**config.mk**
```make
export PLATFORM = sky130hd
export DESIGN_NAME = pdts_top
export DESIGN_NICKNAME = d
export VERILOG_FILES = /design/src/logic/pdts_pkg.sv /design/src/logic/pdts_event_latch.sv /design/src/logic/pdts_rx_type_track.sv /design/src/logic/pdts_top.sv
export VERILOG_INCLUDE_DIRS = /design/src /design/src/logic
export SDC_FILE = /design/constraint.sdc
export NUM_CORES = 1
export LEC_CHECK = 0
export ABC_AREA = 1
export BUFFER_PORTS_ARGS = -buffer_cell sky130_fd_sc_hd__buf_4
export CELL_PAD_IN_SITES_DETAIL_PLACEMENT = 2
export CELL_PAD_IN_SITES_GLOBAL_PLACEMENT = 2
export CORE_UTILIZATION = 30
export DETAILED_ROUTE_END_ITERATION = 16
export GPL_TIMING_DRIVEN = 0
export HOLD_SLACK_MARGIN = 0.03
export PLACE_DENSITY_LB_ADDON = 0.1
export SLEW_MARGIN = 0
export SYNTH_ARGS = -nofsm -noshare
export SYNTH_HDL_FRONTEND = slang
export SYNTH_SLANG_ARGS = --single-unit
```
**constraint.sdc**
```tcl
create_clock -name clk_i -period 1.9 [get_ports clk_i]
set_input_delay 0.285 -clock clk_i [delete_from_list [all_inputs] [get_ports clk_i]]
set_output_delay 0.285 -clock clk_i [all_outputs]
set_load 0.01 [all_outputs]
```
**src/logic/pdts_params.svh**
```systemverilog
// Register offsets, field positions, codes and reset values of the toggle status and event latch block
`ifndef PDTS_PARAMS_SVH
`define PDTS_PARAMS_SVH

// ----------------------------------------------------------------
// Register offsets
// ----------------------------------------------------------------
`define PDTS_ADDR_MASK_A      8'h0E
`define PDTS_ADDR_MASK_B      8'h0F
`define PDTS_ADDR_STATUS      8'h3D
`define PDTS_ADDR_LATCH_A     8'h3E
`define PDTS_ADDR_LATCH_B     8'h3F

// ----------------------------------------------------------------
// Widths and reset values
// ----------------------------------------------------------------
`define PDTS_DATA_W           8
`define PDTS_LATCH_A_W        8
`define PDTS_LATCH_B_W        1
`define PDTS_RESET_BYTE       8'h00
`define PDTS_RESET_RX_TYPE    3'h0

// ----------------------------------------------------------------
// Status field positions
// ----------------------------------------------------------------
`define PDTS_TOG_LSB          3
`define PDTS_TOG_MSB          5
`define PDTS_RXT_LSB          0
`define PDTS_RXT_MSB          2
`define PDTS_RXT_SOP          0
`define PDTS_RXT_SOP1_DBG     1
`define PDTS_RXT_SOP2_DBG     2

// ----------------------------------------------------------------
// Toggle status codes
// ----------------------------------------------------------------
`define PDTS_TOG_RUNNING      3'h0
`define PDTS_TOG_SRC_CC1      3'h1
`define PDTS_TOG_SRC_CC2      3'h2
`define PDTS_TOG_SNK_CC1      3'h5
`define PDTS_TOG_SNK_CC2      3'h6
`define PDTS_TOG_AUDIO        3'h7

// ----------------------------------------------------------------
// Latch A and latch B bit positions
// ----------------------------------------------------------------
`define PDTS_IA_OCP_TEMP      7
`define PDTS_IA_TOG_DONE      6
`define PDTS_IA_SOFT_FAIL     5
`define PDTS_IA_RETRY_FAIL    4
`define PDTS_IA_HARD_SENT     3
`define PDTS_IA_TX_ACKED      2
`define PDTS_IA_SOFT_RX       1
`define PDTS_IA_HARD_RX       0
`define PDTS_IB_ACK_SENT      0

`endif

```
**src/logic/pdts_pkg.sv**
```systemverilog
// Types shared by the toggle status and event latch block
package pdts_pkg;

	typedef enum logic [2:0] {
		PDTS_RES_SRC_CC1,
		PDTS_RES_SRC_CC2,
		PDTS_RES_SNK_CC1,
		PDTS_RES_SNK_CC2,
		PDTS_RES_AUDIO
	} pdts_tog_result_type;

	typedef enum logic [1:0] {
		PDTS_TOG_OFF,
		PDTS_TOG_RUN,
		PDTS_TOG_STOP
	} pdts_tog_state_type;

	typedef enum logic [1:0] {
		PDTS_SOP,
		PDTS_SOP1_DBG,
		PDTS_SOP2_DBG,
		PDTS_SOP_OTHER
	} pdts_sop_kind_type;

	typedef struct packed {
		logic              stored;
		pdts_sop_kind_type kind;
	} pdts_rx_type;

	typedef struct packed {
		logic       rd;
		logic       wr;
		logic [7:0] addr;
		logic [7:0] wdata;
	} pdts_reg_req_type;

	typedef struct packed {
		logic ocp;
		logic over_temp;
		logic soft_fail;
		logic retry_fail;
		logic hard_sent;
		logic tx_acked;
		logic soft_rx;
		logic hard_rx;
		logic ack_sent;
	} pdts_event_type;

endpackage

```
**src/logic/pdts_event_latch.sv**
```systemverilog
// Read-to-clear event latch with per-bit mask and pending output
`timescale 1ns/1ns
`include "pdts_params.svh"
module pdts_event_latch #(
	parameter int WIDTH = `PDTS_LATCH_A_W
) (
	input  wire logic             clk_i,     // System clock
	input  wire logic             sys_rst_i, // Synchronous reset
	input  wire logic [WIDTH-1:0] set_i,     // Event strobes
	input  wire logic             clr_i,     // Register read strobe
	input  wire logic [WIDTH-1:0] mask_i,    // 1 blocks the cause
	output logic      [WIDTH-1:0] latch_o,   // Latched causes
	output logic                  pend_o     // Unmasked cause present
);

	logic [WIDTH-1:0] latch_q;

	// ----------------------------------------------------------------
	// Per-bit latches
	// ----------------------------------------------------------------
	genvar b;
	generate
		for (b = 0; b < WIDTH; b++) begin : g_bit
			always_ff @(posedge clk_i) begin
				if (sys_rst_i)
					latch_q[b] <= 1'b0;
				else if (set_i[b])
					latch_q[b] <= 1'b1;
				else if (clr_i)
					latch_q[b] <= 1'b0;
			end
		end
	endgenerate

	assign latch_o = latch_q;
	assign pend_o  = |(latch_q & ~mask_i);

endmodule

```
**src/logic/pdts_rx_type_track.sv**
```systemverilog
// Start-of-packet type flags of the last packet stored in the receive queue
`timescale 1ns/1ns
`include "pdts_params.svh"
module pdts_rx_type_track
	import pdts_pkg::*;
(
	input  wire logic        clk_i,     // System clock
	input  wire logic        sys_rst_i, // Synchronous reset
	input  wire pdts_rx_type rx_i,      // Packet stored strobe and kind
	output logic [2:0]       flags_o    // One-hot type flags
);

	logic [2:0] flags_q;
	logic [2:0] flags_d;

	assign flags_d[`PDTS_RXT_SOP]      = (rx_i.kind == PDTS_SOP);
	assign flags_d[`PDTS_RXT_SOP1_DBG] = (rx_i.kind == PDTS_SOP1_DBG);
	assign flags_d[`PDTS_RXT_SOP2_DBG] = (rx_i.kind == PDTS_SOP2_DBG);

	// Non-debug primes are flagged elsewhere, so all three read zero then
	always_ff @(posedge clk_i) begin
		if (sys_rst_i)
			flags_q <= `PDTS_RESET_RX_TYPE;
		else if (rx_i.stored)
			flags_q <= flags_d;
	end

	assign flags_o = flags_q;

endmodule

```
**src/logic/pdts_top.sv**
```systemverilog
// Toggle result status, received packet type and PD event interrupt latches
`timescale 1ns/1ns
`include "pdts_params.svh"
module pdts_top
	import pdts_pkg::*;
(
	input  wire logic                 clk_i,          // System clock, 50 MHz
	input  wire logic                 sys_rst_i,      // Synchronous reset, active high
	input  wire pdts_reg_req_type     req_i,          // Register read/write request
	input  wire logic                 tog_enable_i,   // Software toggle enable level
	input  wire logic                 tog_settle_i,   // Toggle engine settled pulse
	input  wire pdts_tog_result_type  tog_result_i,   // Result with the settle pulse
	input  wire pdts_rx_type          rx_i,           // Packet stored in receive queue
	input  wire pdts_event_type       events_i,       // PD event strobes
	output logic [`PDTS_DATA_W-1:0]   rd_data_o,      // Read data
	output logic                      rd_valid_o,     // Read data valid pulse
	output logic                      irq_n_o,        // Interrupt, active low
	output pdts_tog_result_type       stop_state_o,   // Stop state for the engine
	output logic                      stopped_o       // Engine in a stop state
);

	// ----------------------------------------------------------------
	// Helpers
	// ----------------------------------------------------------------
	// Status code of a settle result
	function automatic logic [2:0] tog_code(input pdts_tog_result_type res);
		logic [2:0] code;
		code = `PDTS_TOG_RUNNING;
		unique case (res)
			PDTS_RES_SRC_CC1: code = `PDTS_TOG_SRC_CC1;
			PDTS_RES_SRC_CC2: code = `PDTS_TOG_SRC_CC2;
			PDTS_RES_SNK_CC1: code = `PDTS_TOG_SNK_CC1;
			PDTS_RES_SNK_CC2: code = `PDTS_TOG_SNK_CC2;
			PDTS_RES_AUDIO:   code = `PDTS_TOG_AUDIO;
			default:          code = `PDTS_TOG_RUNNING;
		endcase
		return code;
	endfunction

	// Engine stop state for a settle result
	function automatic pdts_tog_result_type stop_of(input pdts_tog_result_type res);
		pdts_tog_result_type st;
		st = res;
		if (res == PDTS_RES_AUDIO)
			st = PDTS_RES_SRC_CC1;
		return st;
	endfunction

	// ----------------------------------------------------------------
	// Declarations
	// ----------------------------------------------------------------
	pdts_tog_state_type          tog_state_q;
	pdts_tog_state_type          tog_state_d;
	logic [2:0]                  tog_code_q;
	logic [2:0]                  tog_code_d;
	pdts_tog_result_type         stop_state_q;
	pdts_tog_result_type         stop_state_d;
	logic                        stopped_q;
	logic                        tog_done;
	logic [2:0]                  rx_flags;
	logic [`PDTS_LATCH_A_W-1:0]  mask_a_q;
	// Mask B guards the single cause that latch B carries
	logic [`PDTS_LATCH_B_W-1:0]  mask_b_q;
	logic [`PDTS_LATCH_A_W-1:0]  set_a;
	logic [`PDTS_LATCH_B_W-1:0]  set_b;
	logic [`PDTS_LATCH_A_W-1:0]  latch_a;
	logic [`PDTS_LATCH_B_W-1:0]  latch_b;
	logic                        pend_a;
	logic                        pend_b;
	logic                        sel_status;
	logic                        sel_latch_a;
	logic                        sel_latch_b;
	logic                        sel_mask_a;
	logic                        sel_mask_b;
	logic                        rd_latch_a;
	logic                        rd_latch_b;
	logic [`PDTS_DATA_W-1:0]     status_byte;
	logic [`PDTS_DATA_W-1:0]     rd_mux;
	logic [`PDTS_DATA_W-1:0]     rd_data_q;
	logic                        rd_valid_q;
	logic                        irq_n_q;

	// ----------------------------------------------------------------
	// Toggle result tracking
	// ----------------------------------------------------------------
	// A settle pulse only counts while toggling is enabled and running
	// A settle in the first enabled cycle is dropped: the engine is still idle then
	assign tog_done = (tog_state_q == PDTS_TOG_RUN) && tog_enable_i && tog_settle_i;

	always_comb begin
		tog_state_d  = tog_state_q;
		tog_code_d   = tog_code_q;
		stop_state_d = stop_state_q;
		unique case (tog_state_q)
			PDTS_TOG_OFF: begin
				if (tog_enable_i) begin
					tog_state_d = PDTS_TOG_RUN;
					tog_code_d  = `PDTS_TOG_RUNNING;
				end
			end
			PDTS_TOG_RUN: begin
				if (!tog_enable_i) begin
					tog_state_d = PDTS_TOG_OFF;
				end else if (tog_settle_i) begin
					tog_state_d  = PDTS_TOG_STOP;
					tog_code_d   = tog_code(tog_result_i);
					stop_state_d = stop_of(tog_result_i);
				end
			end
			PDTS_TOG_STOP: begin
				// Result holds until software drops the enable and restarts
				if (!tog_enable_i)
					tog_state_d = PDTS_TOG_OFF;
			end
			default: begin
				// Unused state code falls back to idle rather than locking up
				tog_state_d = PDTS_TOG_OFF;
			end
		endcase
	end

	always_ff @(posedge clk_i) begin
		if (sys_rst_i) begin
			tog_state_q  <= PDTS_TOG_OFF;
			tog_code_q   <= `PDTS_TOG_RUNNING;
			stop_state_q <= PDTS_RES_SRC_CC1;
			stopped_q    <= 1'b0;
		end else begin
			tog_state_q  <= tog_state_d;
			tog_code_q   <= tog_code_d;
			stop_state_q <= stop_state_d;
			// Taken from the next state so the flag and the code move together
			stopped_q    <= (tog_state_d == PDTS_TOG_STOP);
		end
	end

	assign stop_state_o = stop_state_q;
	assign stopped_o    = stopped_q;

	// ----------------------------------------------------------------
	// Received packet type
	// ----------------------------------------------------------------
	pdts_rx_type_track u_rx_type (
		.clk_i     (clk_i),
		.sys_rst_i (sys_rst_i),
		.rx_i      (rx_i),
		.flags_o   (rx_flags)
	);

	// ----------------------------------------------------------------
	// Register decode
	// ----------------------------------------------------------------
	assign sel_status  = (req_i.addr == `PDTS_ADDR_STATUS);
	assign sel_latch_a = (req_i.addr == `PDTS_ADDR_LATCH_A);
	assign sel_latch_b = (req_i.addr == `PDTS_ADDR_LATCH_B);
	assign sel_mask_a  = (req_i.addr == `PDTS_ADDR_MASK_A);
	assign sel_mask_b  = (req_i.addr == `PDTS_ADDR_MASK_B);
	assign rd_latch_a  = req_i.rd && sel_latch_a;
	assign rd_latch_b  = req_i.rd && sel_latch_b;

	// Reserved status bits read as zero
	always_comb begin
		status_byte = `PDTS_RESET_BYTE;
		status_byte[`PDTS_TOG_MSB:`PDTS_TOG_LSB] = tog_code_q;
		status_byte[`PDTS_RXT_MSB:`PDTS_RXT_LSB] = rx_flags;
	end

	// Unmapped offsets read as zero; mask A reads back what was written, mask B only bit 0 of it
	always_comb begin
		rd_mux = `PDTS_RESET_BYTE;
		if (sel_status)
			rd_mux = status_byte;
		else if (sel_latch_a)
			rd_mux = latch_a;
		else if (sel_latch_b)
			rd_mux = {{(`PDTS_DATA_W-`PDTS_LATCH_B_W){1'b0}}, latch_b};
		else if (sel_mask_a)
			rd_mux = mask_a_q;
		else if (sel_mask_b)
			rd_mux = {{(`PDTS_DATA_W-`PDTS_LATCH_B_W){1'b0}}, mask_b_q};
	end

	// ----------------------------------------------------------------
	// Mask registers
	// ----------------------------------------------------------------
	// Writes to read-only or clear-on-read offsets are dropped
	// Masks gate only the pin; a masked cause still latches for polling
	always_ff @(posedge clk_i) begin
		if (sys_rst_i) begin
			mask_a_q <= `PDTS_RESET_BYTE;
			mask_b_q <= '0;
		end else if (req_i.wr) begin
			if (sel_mask_a)
				mask_a_q <= req_i.wdata;
			if (sel_mask_b)
				mask_b_q <= req_i.wdata[`PDTS_LATCH_B_W-1:0];
		end
	end

	// ----------------------------------------------------------------
	// Event latches
	// ----------------------------------------------------------------
	// Over-current and heat share one bit; software tells them apart elsewhere
	// over-current or heat
	assign set_a[`PDTS_IA_OCP_TEMP]   = events_i.ocp | events_i.over_temp;
	assign set_a[`PDTS_IA_TOG_DONE]   = tog_done;
	assign set_a[`PDTS_IA_SOFT_FAIL]  = events_i.soft_fail;
	assign set_a[`PDTS_IA_RETRY_FAIL] = events_i.retry_fail;
	assign set_a[`PDTS_IA_HARD_SENT]  = events_i.hard_sent;
	assign set_a[`PDTS_IA_TX_ACKED]   = events_i.tx_acked;
	assign set_a[`PDTS_IA_SOFT_RX]    = events_i.soft_rx;
	assign set_a[`PDTS_IA_HARD_RX]    = events_i.hard_rx;
	assign set_b[`PDTS_IB_ACK_SENT]   = events_i.ack_sent;

	pdts_event_latch #(
		.WIDTH (`PDTS_LATCH_A_W)
	) u_latch_a (
		.clk_i     (clk_i),
		.sys_rst_i (sys_rst_i),
		.set_i     (set_a),
		.clr_i     (rd_latch_a),
		.mask_i    (mask_a_q),
		.latch_o   (latch_a),
		.pend_o    (pend_a)
	);

	pdts_event_latch #(
		.WIDTH (`PDTS_LATCH_B_W)
	) u_latch_b (
		.clk_i     (clk_i),
		.sys_rst_i (sys_rst_i),
		.set_i     (set_b),
		.clr_i     (rd_latch_b),
		.mask_i    (mask_b_q),
		.latch_o   (latch_b),
		.pend_o    (pend_b)
	);

	// ----------------------------------------------------------------
	// Read data and interrupt outputs
	// ----------------------------------------------------------------
	always_ff @(posedge clk_i) begin
		if (sys_rst_i) begin
			rd_data_q  <= `PDTS_RESET_BYTE;
			rd_valid_q <= 1'b0;
			irq_n_q    <= 1'b1;
		end else begin
			rd_valid_q <= req_i.rd;
			// Data holds between reads so a slow host may sample it late
			if (req_i.rd)
				rd_data_q <= rd_mux;
			// Registered so the pin cannot glitch while a latch and its mask change together
			// any unmasked latch drives the interrupt
			irq_n_q    <= ~(pend_a | pend_b);
		end
	end

	// ----------------------------------------------------------------
	// Port drive
	// ----------------------------------------------------------------
	// Every output is a flop, so pad timing never depends on decode depth
	assign rd_data_o  = rd_data_q;
	assign rd_valid_o = rd_valid_q;
	assign irq_n_o    = irq_n_q;

endmodule

```
==> impl_metrics.tcl, run 1 <==
set metrics [dict create \
    clk_latency_ns 0.29 \
    swShare 0.254 \
    insertedDiodeCount 0 \
    grt-ovfl-total 0 \
    leakage_nw 1.01 \
    min_period_over_period 0.606 \
    clock_sinks 40 \
    max_freq_mhz 868 \
    remaining_drc_errors 0 \
    pwr-share-comb 0.109 \
    cts_root_cell "sky130_fd_sc_hd__clkbuf_8" \
    routed_via_density 4.86 \
    final.fill_count 692 \
    initial_core_util 0.315 \
    grt.total_usage 0.191 \
    critPathArrivalTime_ns 1.34 \
    skew_ns 0.00431 \
    placed_cells_incl_taps 360 \
    synth_fp_nets 275 \
    pin_count 51 \
    worst_setup_path_end_kind "register" \
    timing.critical_path.required_ns 2.09 \
    status "finished, final reports clean" \
    clk_pin_slew_ns 0.08 \
    detailedRoute.firstPassIterationCount 4 \
    floorplan.die_area_sq_mm 0.00617 \
    finalSetupTns_ns 0 \
    grt_setup_unrepaired "no" \
    timing.critical_path.fanout_max 10 \
    timing.final.ws_setup_ns 0.748 \
    final_period_minus_worst_setup_slack_ns 1.15 \
    drive_gt1_frac 0.250 \
    die_y_um 78.6 \
    grt_max_degree 14 \
    drt.antenna.violating_nets 0 \
    postPlaceCellArea_sq_mm 0.00222 \
    setup_failing_eps_final 0 \
    detail_route.wirelength_um 5340 \
    post_drt_wl_per_cell_um 14.5 \
    ys_top_cells_by_area "sky130_fd_sc_hd__dfxtp_1, sky130_fd_sc_hd__a21oi_1, sky130_fd_sc_hd__nand3_1" \
    fin_area_sq_mm 0.00232 \
    path_class "in -> reg" \
    ys_ff_latch 40 \
    p_seq_frac 0.528 \
    clockBufferDepth 2 \
    nNetsFinal 332 \
    fp.dieW_um 78.6 \
    detailroute.via_count 1787 \
    p_switching_uw 423 \
    ir_drop_v 0.000287 \
    synth_top_area_share 0.456 \
    flow.area_growth_from_synthesis_pct 32.0 \
    synth.yosys.warnings 0 \
    place.gp.congestion 0.765 \
    hold_path.class "in -> reg" \
    cts-buffers-inserted 5 \
    timing_hold_violations_final 0 \
    worst_slew_margin_rel 0.648 \
    ctsHoldBuffers 0 \
    grt_first_pass_wirelength_um 9140 \
    std_cell_rows 27 \
    report.final.slew_viol_count 0 \
    quantity_of_gates_resized_following_cts 0 \
    timing.critical_path.from_type "input port" \
    seq_area_frac_synth 0.456 \
    worst_pin_slew_ns 0.529 \
    cts_max_level 2 \
    clock_power_share 0.363 \
    synth.avg_cell_area_sq_um 7.39 \
    post_synthesis_cell_area_sq_mm 0.00176 \
    antenna_found_initial 0 \
    netlist_instances 238 \
    synthDistinctLibCells 22 \
    postCtsSetupRepairBufs 0 \
    placement.setup.worst_slack_ns 0.419 \
    placeableCoreArea_sq_mm 0.00557 \
    detail_route.iter0.violations 61 \
    power.internal_mw 1.24 \
    numPortBuffers 50 \
    final_cells 368 \
    maxCapViolCount 0 \
    hpwl_um 4300 \
    powerDensity_mw_per_mm2 718 \
    tritoncts "yes" \
    fin_worst_hold_slack_ns 0.193 \
    yosys.area.top_type "sky130_fd_sc_hd__dfxtp_1" \
    via_count_of_the_first_global_routing_pass 1929 \
]
==> kinds of logic after synthesis <==
group	share of synthesized area
compound gates	0.178
simple gates	0.271
buf+inv	0.0954
flops	0.456
==> worst max-delay path, cell delays in order <==
cell and delay (ns):
sky130_fd_sc_hd__buf_4 0.11, sky130_fd_sc_hd__inv_1 0.08, sky130_fd_sc_hd__nand2_4 0.08, sky130_fd_sc_hd__nor2_8 0.19
sky130_fd_sc_hd__nand3_2 0.17, sky130_fd_sc_hd__buf_6 0.19, sky130_fd_sc_hd__o21ai_1 0.16, sky130_fd_sc_hd__a21oi_1 0.07
==> sequential cells by signal (all words and copies together), names as in the netlist <==
signal	count
mask_a_q	8
rd_data_o	8
u_latch_a.latch_o	8
stop_state_o	3
tog_code_q	3
u_rx_type.flags_o	3
tog_state_q	2
irq_n_o	1
mask_b_q	1
rd_valid_o	1
stopped_o	1
u_latch_b.latch_o	1
==> metrics by stage <==
stage | utilization | power (mW)
CTS | 0.416 | 1.69
finish | 0.416 | 1.67
global placement | 0.399 | 1.08
detailed placement | 0.399 | 1.08
floorplan | - | 0.979
global route | 0.416 | 1.75
==> synthesized netlist by cell type <==
library cell and instances:
sky130_fd_sc_hd__a21oi_1 32, sky130_fd_sc_hd__a21oi_2 4, sky130_fd_sc_hd__a221oi_1 2, sky130_fd_sc_hd__buf_1 3
sky130_fd_sc_hd__buf_2 2, sky130_fd_sc_hd__buf_6 3, sky130_fd_sc_hd__clkinv_1 1, sky130_fd_sc_hd__dfxtp_1 40
sky130_fd_sc_hd__inv_1 29, sky130_fd_sc_hd__nand2_1 35, sky130_fd_sc_hd__nand2_2 1, sky130_fd_sc_hd__nand2_4 1
sky130_fd_sc_hd__nand3_1 31, sky130_fd_sc_hd__nand3_2 1, sky130_fd_sc_hd__nor2_1 26, sky130_fd_sc_hd__nor2_2 1
sky130_fd_sc_hd__nor2_4 2, sky130_fd_sc_hd__nor2_8 1, sky130_fd_sc_hd__nor3_1 2, sky130_fd_sc_hd__nor4_1 1
sky130_fd_sc_hd__o21ai_0 18, sky130_fd_sc_hd__o21ai_1 2
==> routing by layer <==
layer	global-route usage	wire length [um]	up-vias
met5	0	0	-
met3	0.0430	186	8
met4	0.0500	62	0
li1	-	-	892
met2	0.326	2580	37
met1	0.240	2520	850
==> power groups by stage <==
stage	combinational, mW	sequential, mW	clock (mW)
floorplan	0.0844	0.895	0
global placement	0.178	0.898	0
detailed placement	0.185	0.900	0
CTS	0.186	0.880	0.620
global route	0.205	0.882	0.664
finish	0.182	0.880	0.605
==> path summary, 6_finish.rpt <==
check	from	to	slack, ns	depth (start not counted)
hold reg to reg	tog_state_q[1]	tog_state_q[0]	0.46	1
hold / removal	events_i[5]	u_latch_a.latch_o[4]	0.19	3
setup / recovery	req_i[14]	mask_a_q[7]	0.75	8
setup reg to reg	tog_state_q[0]	tog_code_q[2]	0.75	6
==> area by class of cell <==
type                       instances  area (sq um)  share of cell area
buffer                             8          55.1              0.0237
clock buffer                       6          82.6              0.0356
clock inverter                     2          15.0             0.00647
inverter                          30           113              0.0485
multi-input combinational        160           790               0.340
sequential                        40           801               0.345
tap                               72          90.1              0.0388
timing repair buffer              50           375               0.162
==> layout by cell type (no fill, tap or decap), drive strengths merged <==
master and n:
nand3 32, nand2 37, clkinv 1, clkinvlp 2, a21oi 36, clkbuf 6
nor3 2, o21ai 20, inv 29, buf 58, nor2 30, nor4 1
dfxtp 40, a221oi 2
Note: power is estimated with default switching activity, not from simulation.
==> run 2: changes to the inputs <==
- CORE_UTILIZATION: 30 -> 28
- clock period: 1.9 -> 1.2 ns (I/O delays scaled with it)
==> run 2 against run 1 <==
  * Sequential power up 58%
  * Sequential cell count unchanged
  * Power up 52%
  * Largest power group unchanged
  * Cell area down 0.38%
  * Highest routed layer unchanged
  * Cell count up 0.54%
==> impl_metrics.tcl, run 2 (same netlist as run 1, synthesis figures left out) <==
set metrics [dict create \
    detailroute.via_count 1803 \
    antenna_found_initial 0 \
    hpwl_um 4270 \
    via_count_of_the_first_global_routing_pass 1850 \
    skew_ns 0.00754 \
    timing.critical_path.from_type "register" \
    clockBufferDepth 2 \
    pin_count 51 \
    ir_drop_v 0.000665 \
    timing.final.ws_setup_ns 0.114 \
    drive_gt1_frac 0.254 \
    ctsHoldBuffers 0 \
    cts_root_cell "sky130_fd_sc_hd__clkbuf_8" \
    min_delay_startpoint "events_i[4]" \
    grt.total_usage 0.176 \
    drt.antenna.violating_nets 0 \
    detailedRoute.firstPassIterationCount 4 \
    post-layout-total-power_mw 2.52 \
    most_frequent_cells_in_the_layout "sky130_fd_sc_hd__buf_4, sky130_fd_sc_hd__dfxtp_1, sky130_fd_sc_hd__nand2_1" \
    fin_area_sq_mm 0.00231 \
    setup_failing_eps_final 0 \
    critical_path_buf_inv_count 0 \
    grt_max_degree 12 \
    worst_slew_margin_rel 0.625 \
    tritoncts "yes" \
    crit_path_start "tog_state_q[1]" \
    placed_cells_incl_taps 363 \
    cts-buffers-inserted 5 \
    timing.critical_path.fanout_max 6 \
    postCtsSetupRepairBufs 0 \
    path_class "reg -> reg" \
    timing_hold_violations_final 0 \
    nNetsFinal 332 \
    detail_route.iter0.violations 58 \
    regToRegStartpoint "tog_state_q[1]" \
    grt_setup_unrepaired "no" \
    initial_core_util 0.293 \
    place.gp.congestion 0.743 \
    postPlaceCellArea_sq_mm 0.00223 \
    critPathTopFamily "simple AND/OR/NAND/NOR gates" \
    min_period_over_period 0.905 \
    cts_max_level 2 \
    final_period_minus_worst_setup_slack_ns 1.09 \
    std_cell_rows 28 \
    crit_chain "nor2_2 > nand2_2 > nor2_1 > o21ai_0 > a21oi_1" \
    floorplan.die_area_sq_mm 0.00660 \
    report.final.slew_viol_count 0 \
    critical_path.max_stage_delay_ns 0.34 \
    finalSetupTns_ns 0 \
    fp.dieW_um 81.2 \
    detail_route.wirelength_um 5260 \
    max_freq_mhz 921 \
    post_drt_wl_per_cell_um 14.2 \
    leakage_nw 1.00 \
    clk_latency_ns 0.29 \
    hold_path.class "in -> reg" \
    die_y_um 81.2 \
    clk_pin_slew_ns 0.08 \
    numPortBuffers 50 \
    maxCapViolCount 0 \
    placeableCoreArea_sq_mm 0.00599 \
    flow.area_growth_from_synthesis_pct 31.5 \
    grt_first_pass_wirelength_um 8600 \
    worst_setup_path_end_kind "register" \
    leading_cell_type_in_the_layout_fill_and_taps_excluded "sky130_fd_sc_hd__buf_4" \
    worst_pin_slew_ns 0.562 \
    grt-ovfl-total 0 \
    powerDensity_mw_per_mm2 1090 \
    final_cells 370 \
    placement.setup.worst_slack_ns -0.178 \
    routed_via_density 4.87 \
    quantity_of_gates_resized_following_cts 1 \
    clock_sinks 40 \
    timing.critical_path.required_ns 1.42 \
    status "finished, final reports clean" \
    critPathArrivalTime_ns 1.31 \
    critPathSlowestCell "sky130_fd_sc_hd__dfxtp_1" \
    final.fill_count 729 \
    insertedDiodeCount 0 \
    remaining_drc_errors 0 \
]
==> run 2: cell count changes in the layout (fill, tap and decap cells not counted), sizes merged <==
| cell | change |
|---|---|
| clkinvlp | -2 |
| clkinv | +1 |
==> run 2: where the power goes <==
group,internal [mW],switching (mW),total (mW)
clock network,0.395,0.448,0.844
logic,0.138,0.151,0.289
registers,1.37,0.0266,1.39
==> run 2: worst paths after layout <==
| kind | cells past startpoint | slack [ns] | endpoint |
|---|---|---|---|
| worst max register to register | 5 | 0.11 | tog_code_q[0] |
| worst min-delay path | 3 | 0.09 | u_latch_a.latch_o[3] |
| worst max-delay path | 5 | 0.11 | tog_code_q[0] |
| worst min register to register | 2 | 0.47 | u_latch_a.latch_o[7] |
==> run 2: worst reg2reg max path, cell delays in order (launching register included) <==
cell	delay (ns)
sky130_fd_sc_hd__dfxtp_1	0.34
sky130_fd_sc_hd__nor2_2	0.15
sky130_fd_sc_hd__nand2_2	0.13
sky130_fd_sc_hd__nor2_1	0.17
sky130_fd_sc_hd__o21ai_0	0.11
sky130_fd_sc_hd__a21oi_1	0.12
==> run 2: stage by stage <==
step | hold slack, ns | util
after CTS | 0.0854 | 0.385
final | 0.0921 | 0.386
after global placement | 0.385 | 0.372
after detailed placement | 0.397 | 0.372
after floorplan | 0.297 | -
after global routing | 0.0884 | 0.386
==> run 2: layout make-up <==
type,count,area [sq um],area share
clock buffers,6,72.6,0.0314
inverters,30,113,0.0487
clock inverters,1,5.00,0.00216
repair buffers,50,375,0.162
plain buffers,8,55.1,0.0238
multi-input cells,160,797,0.345
well taps,75,93.8,0.0406
flip-flops and latches,40,801,0.346
==> run 2: routing by layer <==
metal,vias to the layer above,global-route usage,part of all wire
met4,0,0.0589,0.0091
met3,5,0.0404,0.032
met5,-,0,0
met2,38,0.297,0.48
li1,889,-,-
met1,871,0.219,0.48
==> run 3: changes to the inputs <==
- BUFFER_PORTS_ARGS: -buffer_cell sky130_fd_sc_hd__buf_4 -> -buffer_cell sky130_fd_sc_hd__buf_2
- RECOVER_POWER: default -> 25
==> run 3 against run 2 <==
  * Hold slack worse by 0.0032 ns
  * Clock power is 45% higher
  * Core utilization is 1.4 points lower
  * Power is 13% higher
  * Count of clock-buffer cells in the layout is 1 higher
  * Critical path type is now in -> reg
  * Highest routed layer unchanged
==> impl_metrics.tcl, run 3 (same netlist as run 1, synthesis figures left out) <==
set metrics [dict create \
    timing.critical_path.fanout_max 8 \
    crit_chain "buf_2 > inv_1 > nand2_4 > nor2_4 > nand3_1 > a21oi_1 > nor2_1" \
    clk_pin_slew_ns 0.08 \
    critical_path_buf_inv_count 2 \
    critical_path.max_stage_delay_ns 0.33 \
    nNetsFinal 332 \
    grt-ovfl-total 0 \
    leading_cell_type_in_the_layout_fill_and_taps_excluded "sky130_fd_sc_hd__buf_2" \
    clock_sinks 40 \
    status "finished, final reports clean" \
    worst_slew_margin_rel 0.579 \
    critPathTopFamily "simple AND/OR/NAND/NOR gates" \
    drive_gt1_frac 0.243 \
    grt_max_degree 13 \
    final_period_minus_worst_setup_slack_ns 1.09 \
    wl_met1_um 2520 \
    cts_root_cell "sky130_fd_sc_hd__clkbuf_8" \
    worst_pin_slew_ns 0.631 \
    placeableCoreArea_sq_mm 0.00599 \
    critPathSlowestCell "sky130_fd_sc_hd__nand3_1" \
    remaining_drc_errors 0 \
    postCtsSetupRepairBufs 0 \
    detailroute.via_count 1777 \
    floorplan.die_area_sq_mm 0.00660 \
    grt_first_pass_wirelength_um 8800 \
    clk_latency_ns 0.29 \
    place.gp.congestion 0.732 \
    setup_failing_eps_final 0 \
    grt_setup_unrepaired "no" \
    max_freq_mhz 916 \
    detailedRoute.firstPassIterationCount 4 \
    top_signal_layer_used "met4" \
    tritoncts "yes" \
    detail_route.iter0.violations 42 \
    critPathArrivalTime_ns 1.25 \
    hpwl_um 4200 \
    fp.dieW_um 81.2 \
    detail_route.wirelength_um 5220 \
    flow.area_growth_from_synthesis_pct 26.8 \
    std_cell_rows 28 \
    placement.setup.worst_slack_ns -0.205 \
    post_drt_wl_per_cell_um 14.1 \
    via_count_of_the_first_global_routing_pass 1856 \
    final.fill_count 752 \
    timing.critical_path.required_ns 1.36 \
    cts-buffers-inserted 5 \
    post-route-util 0.372 \
    powerDensity_mw_per_mm2 1280 \
    die_y_um 81.2 \
    clockBufferDepth 2 \
    skew_ns 0.00691 \
    hold_path.class "in -> reg" \
    drt.antenna.violating_nets 0 \
    timing_hold_violations_final 0 \
    pin_count 51 \
    routed_via_density 4.79 \
    timing.final.ws_setup_ns 0.108 \
    ir_drop_v 0.000670 \
    most_frequent_cells_in_the_layout "sky130_fd_sc_hd__buf_2, sky130_fd_sc_hd__dfxtp_1, sky130_fd_sc_hd__nand2_1" \
    antenna_found_initial 0 \
    report.final.slew_viol_count 0 \
    grt.total_usage 0.180 \
    min_period_over_period 0.910 \
    leakage_nw 0.966 \
    fin_worst_hold_slack_ns 0.0889 \
    route.met3.wl_um 180 \
    timing.critical_path.from_type "input port" \
    ctsHoldBuffers 0 \
    detailroute.wirelength.met2_um 2450 \
    path_class "in -> reg" \
    worst_setup_path_end_kind "register" \
    numPortBuffers 50 \
    maxCapViolCount 0 \
    insertedDiodeCount 0 \
    cts_max_level 2 \
    initial_core_util 0.293 \
]
## run 3: what timing repair did
action / in CTS / in global routing
resized for setup: 2 / 4
pin swaps: 0 / 1
endpoints found under the setup margin: 2 / 5
## run 3: path summary, 6_finish.rpt
check	startpoint	endpoint	slack, ns	cells after the start
min	events_i[5]	u_latch_a.latch_o[4]	0.09	3
max reg2reg	tog_state_q[1]	tog_code_q[2]	0.12	5
max	req_i[14]	u_latch_a.latch_o[5]	0.11	7
min reg2reg	u_latch_a.latch_o[6]	u_latch_a.latch_o[6]	0.47	2
## run 3: metrics by stage
| stage | cell area (sq um) | TNS (ns) | power, mW | std cells |
|---|---|---|---|---|
| final | 2230 | 0 | 2.86 | 371 |
| after global routing | 2230 | 0 | 2.98 | 371 |
| after CTS | 2230 | 0 | 2.90 | 371 |
| after detailed placement | 2100 | -2.57 | 1.68 | 363 |
| after global placement | 2100 | -2.03 | 1.67 | 363 |
| after floorplan | 1760 | 0 | 1.55 | 238 |
## run 3: tightest hold or removal path: stages
cell                      delay, ns
sky130_fd_sc_hd__buf_2         0.08
sky130_fd_sc_hd__a21oi_1       0.03
sky130_fd_sc_hd__nor2_1        0.07
## run 3: report_power, final
| group | internal, mW | switching [mW] |
|---|---|---|
| Sequential | 1.36 | 0.0263 |
| Clock | 0.734 | 0.482 |
| Combinational | 0.0997 | 0.152 |
| Total | 2.20 | 0.660 |
## run 3: cell type report
class                      instances  area, sq um  area share
inverter                          30          113      0.0505
multi-input combinational        160          800       0.359
clock inverter                     1         30.0      0.0135
timing repair buffer              50          241       0.108
clock buffer                       7         96.3      0.0432
sequential                        40          801       0.359
tap                               75         93.8      0.0421
buffer                             8         55.1      0.0247
## run 3: layer usage
layer	global-route usage	up-vias
met5	0	-
met1	0.233	841
met4	0.0643	0
met2	0.294	35
li1	-	894
met3	0.0348	7
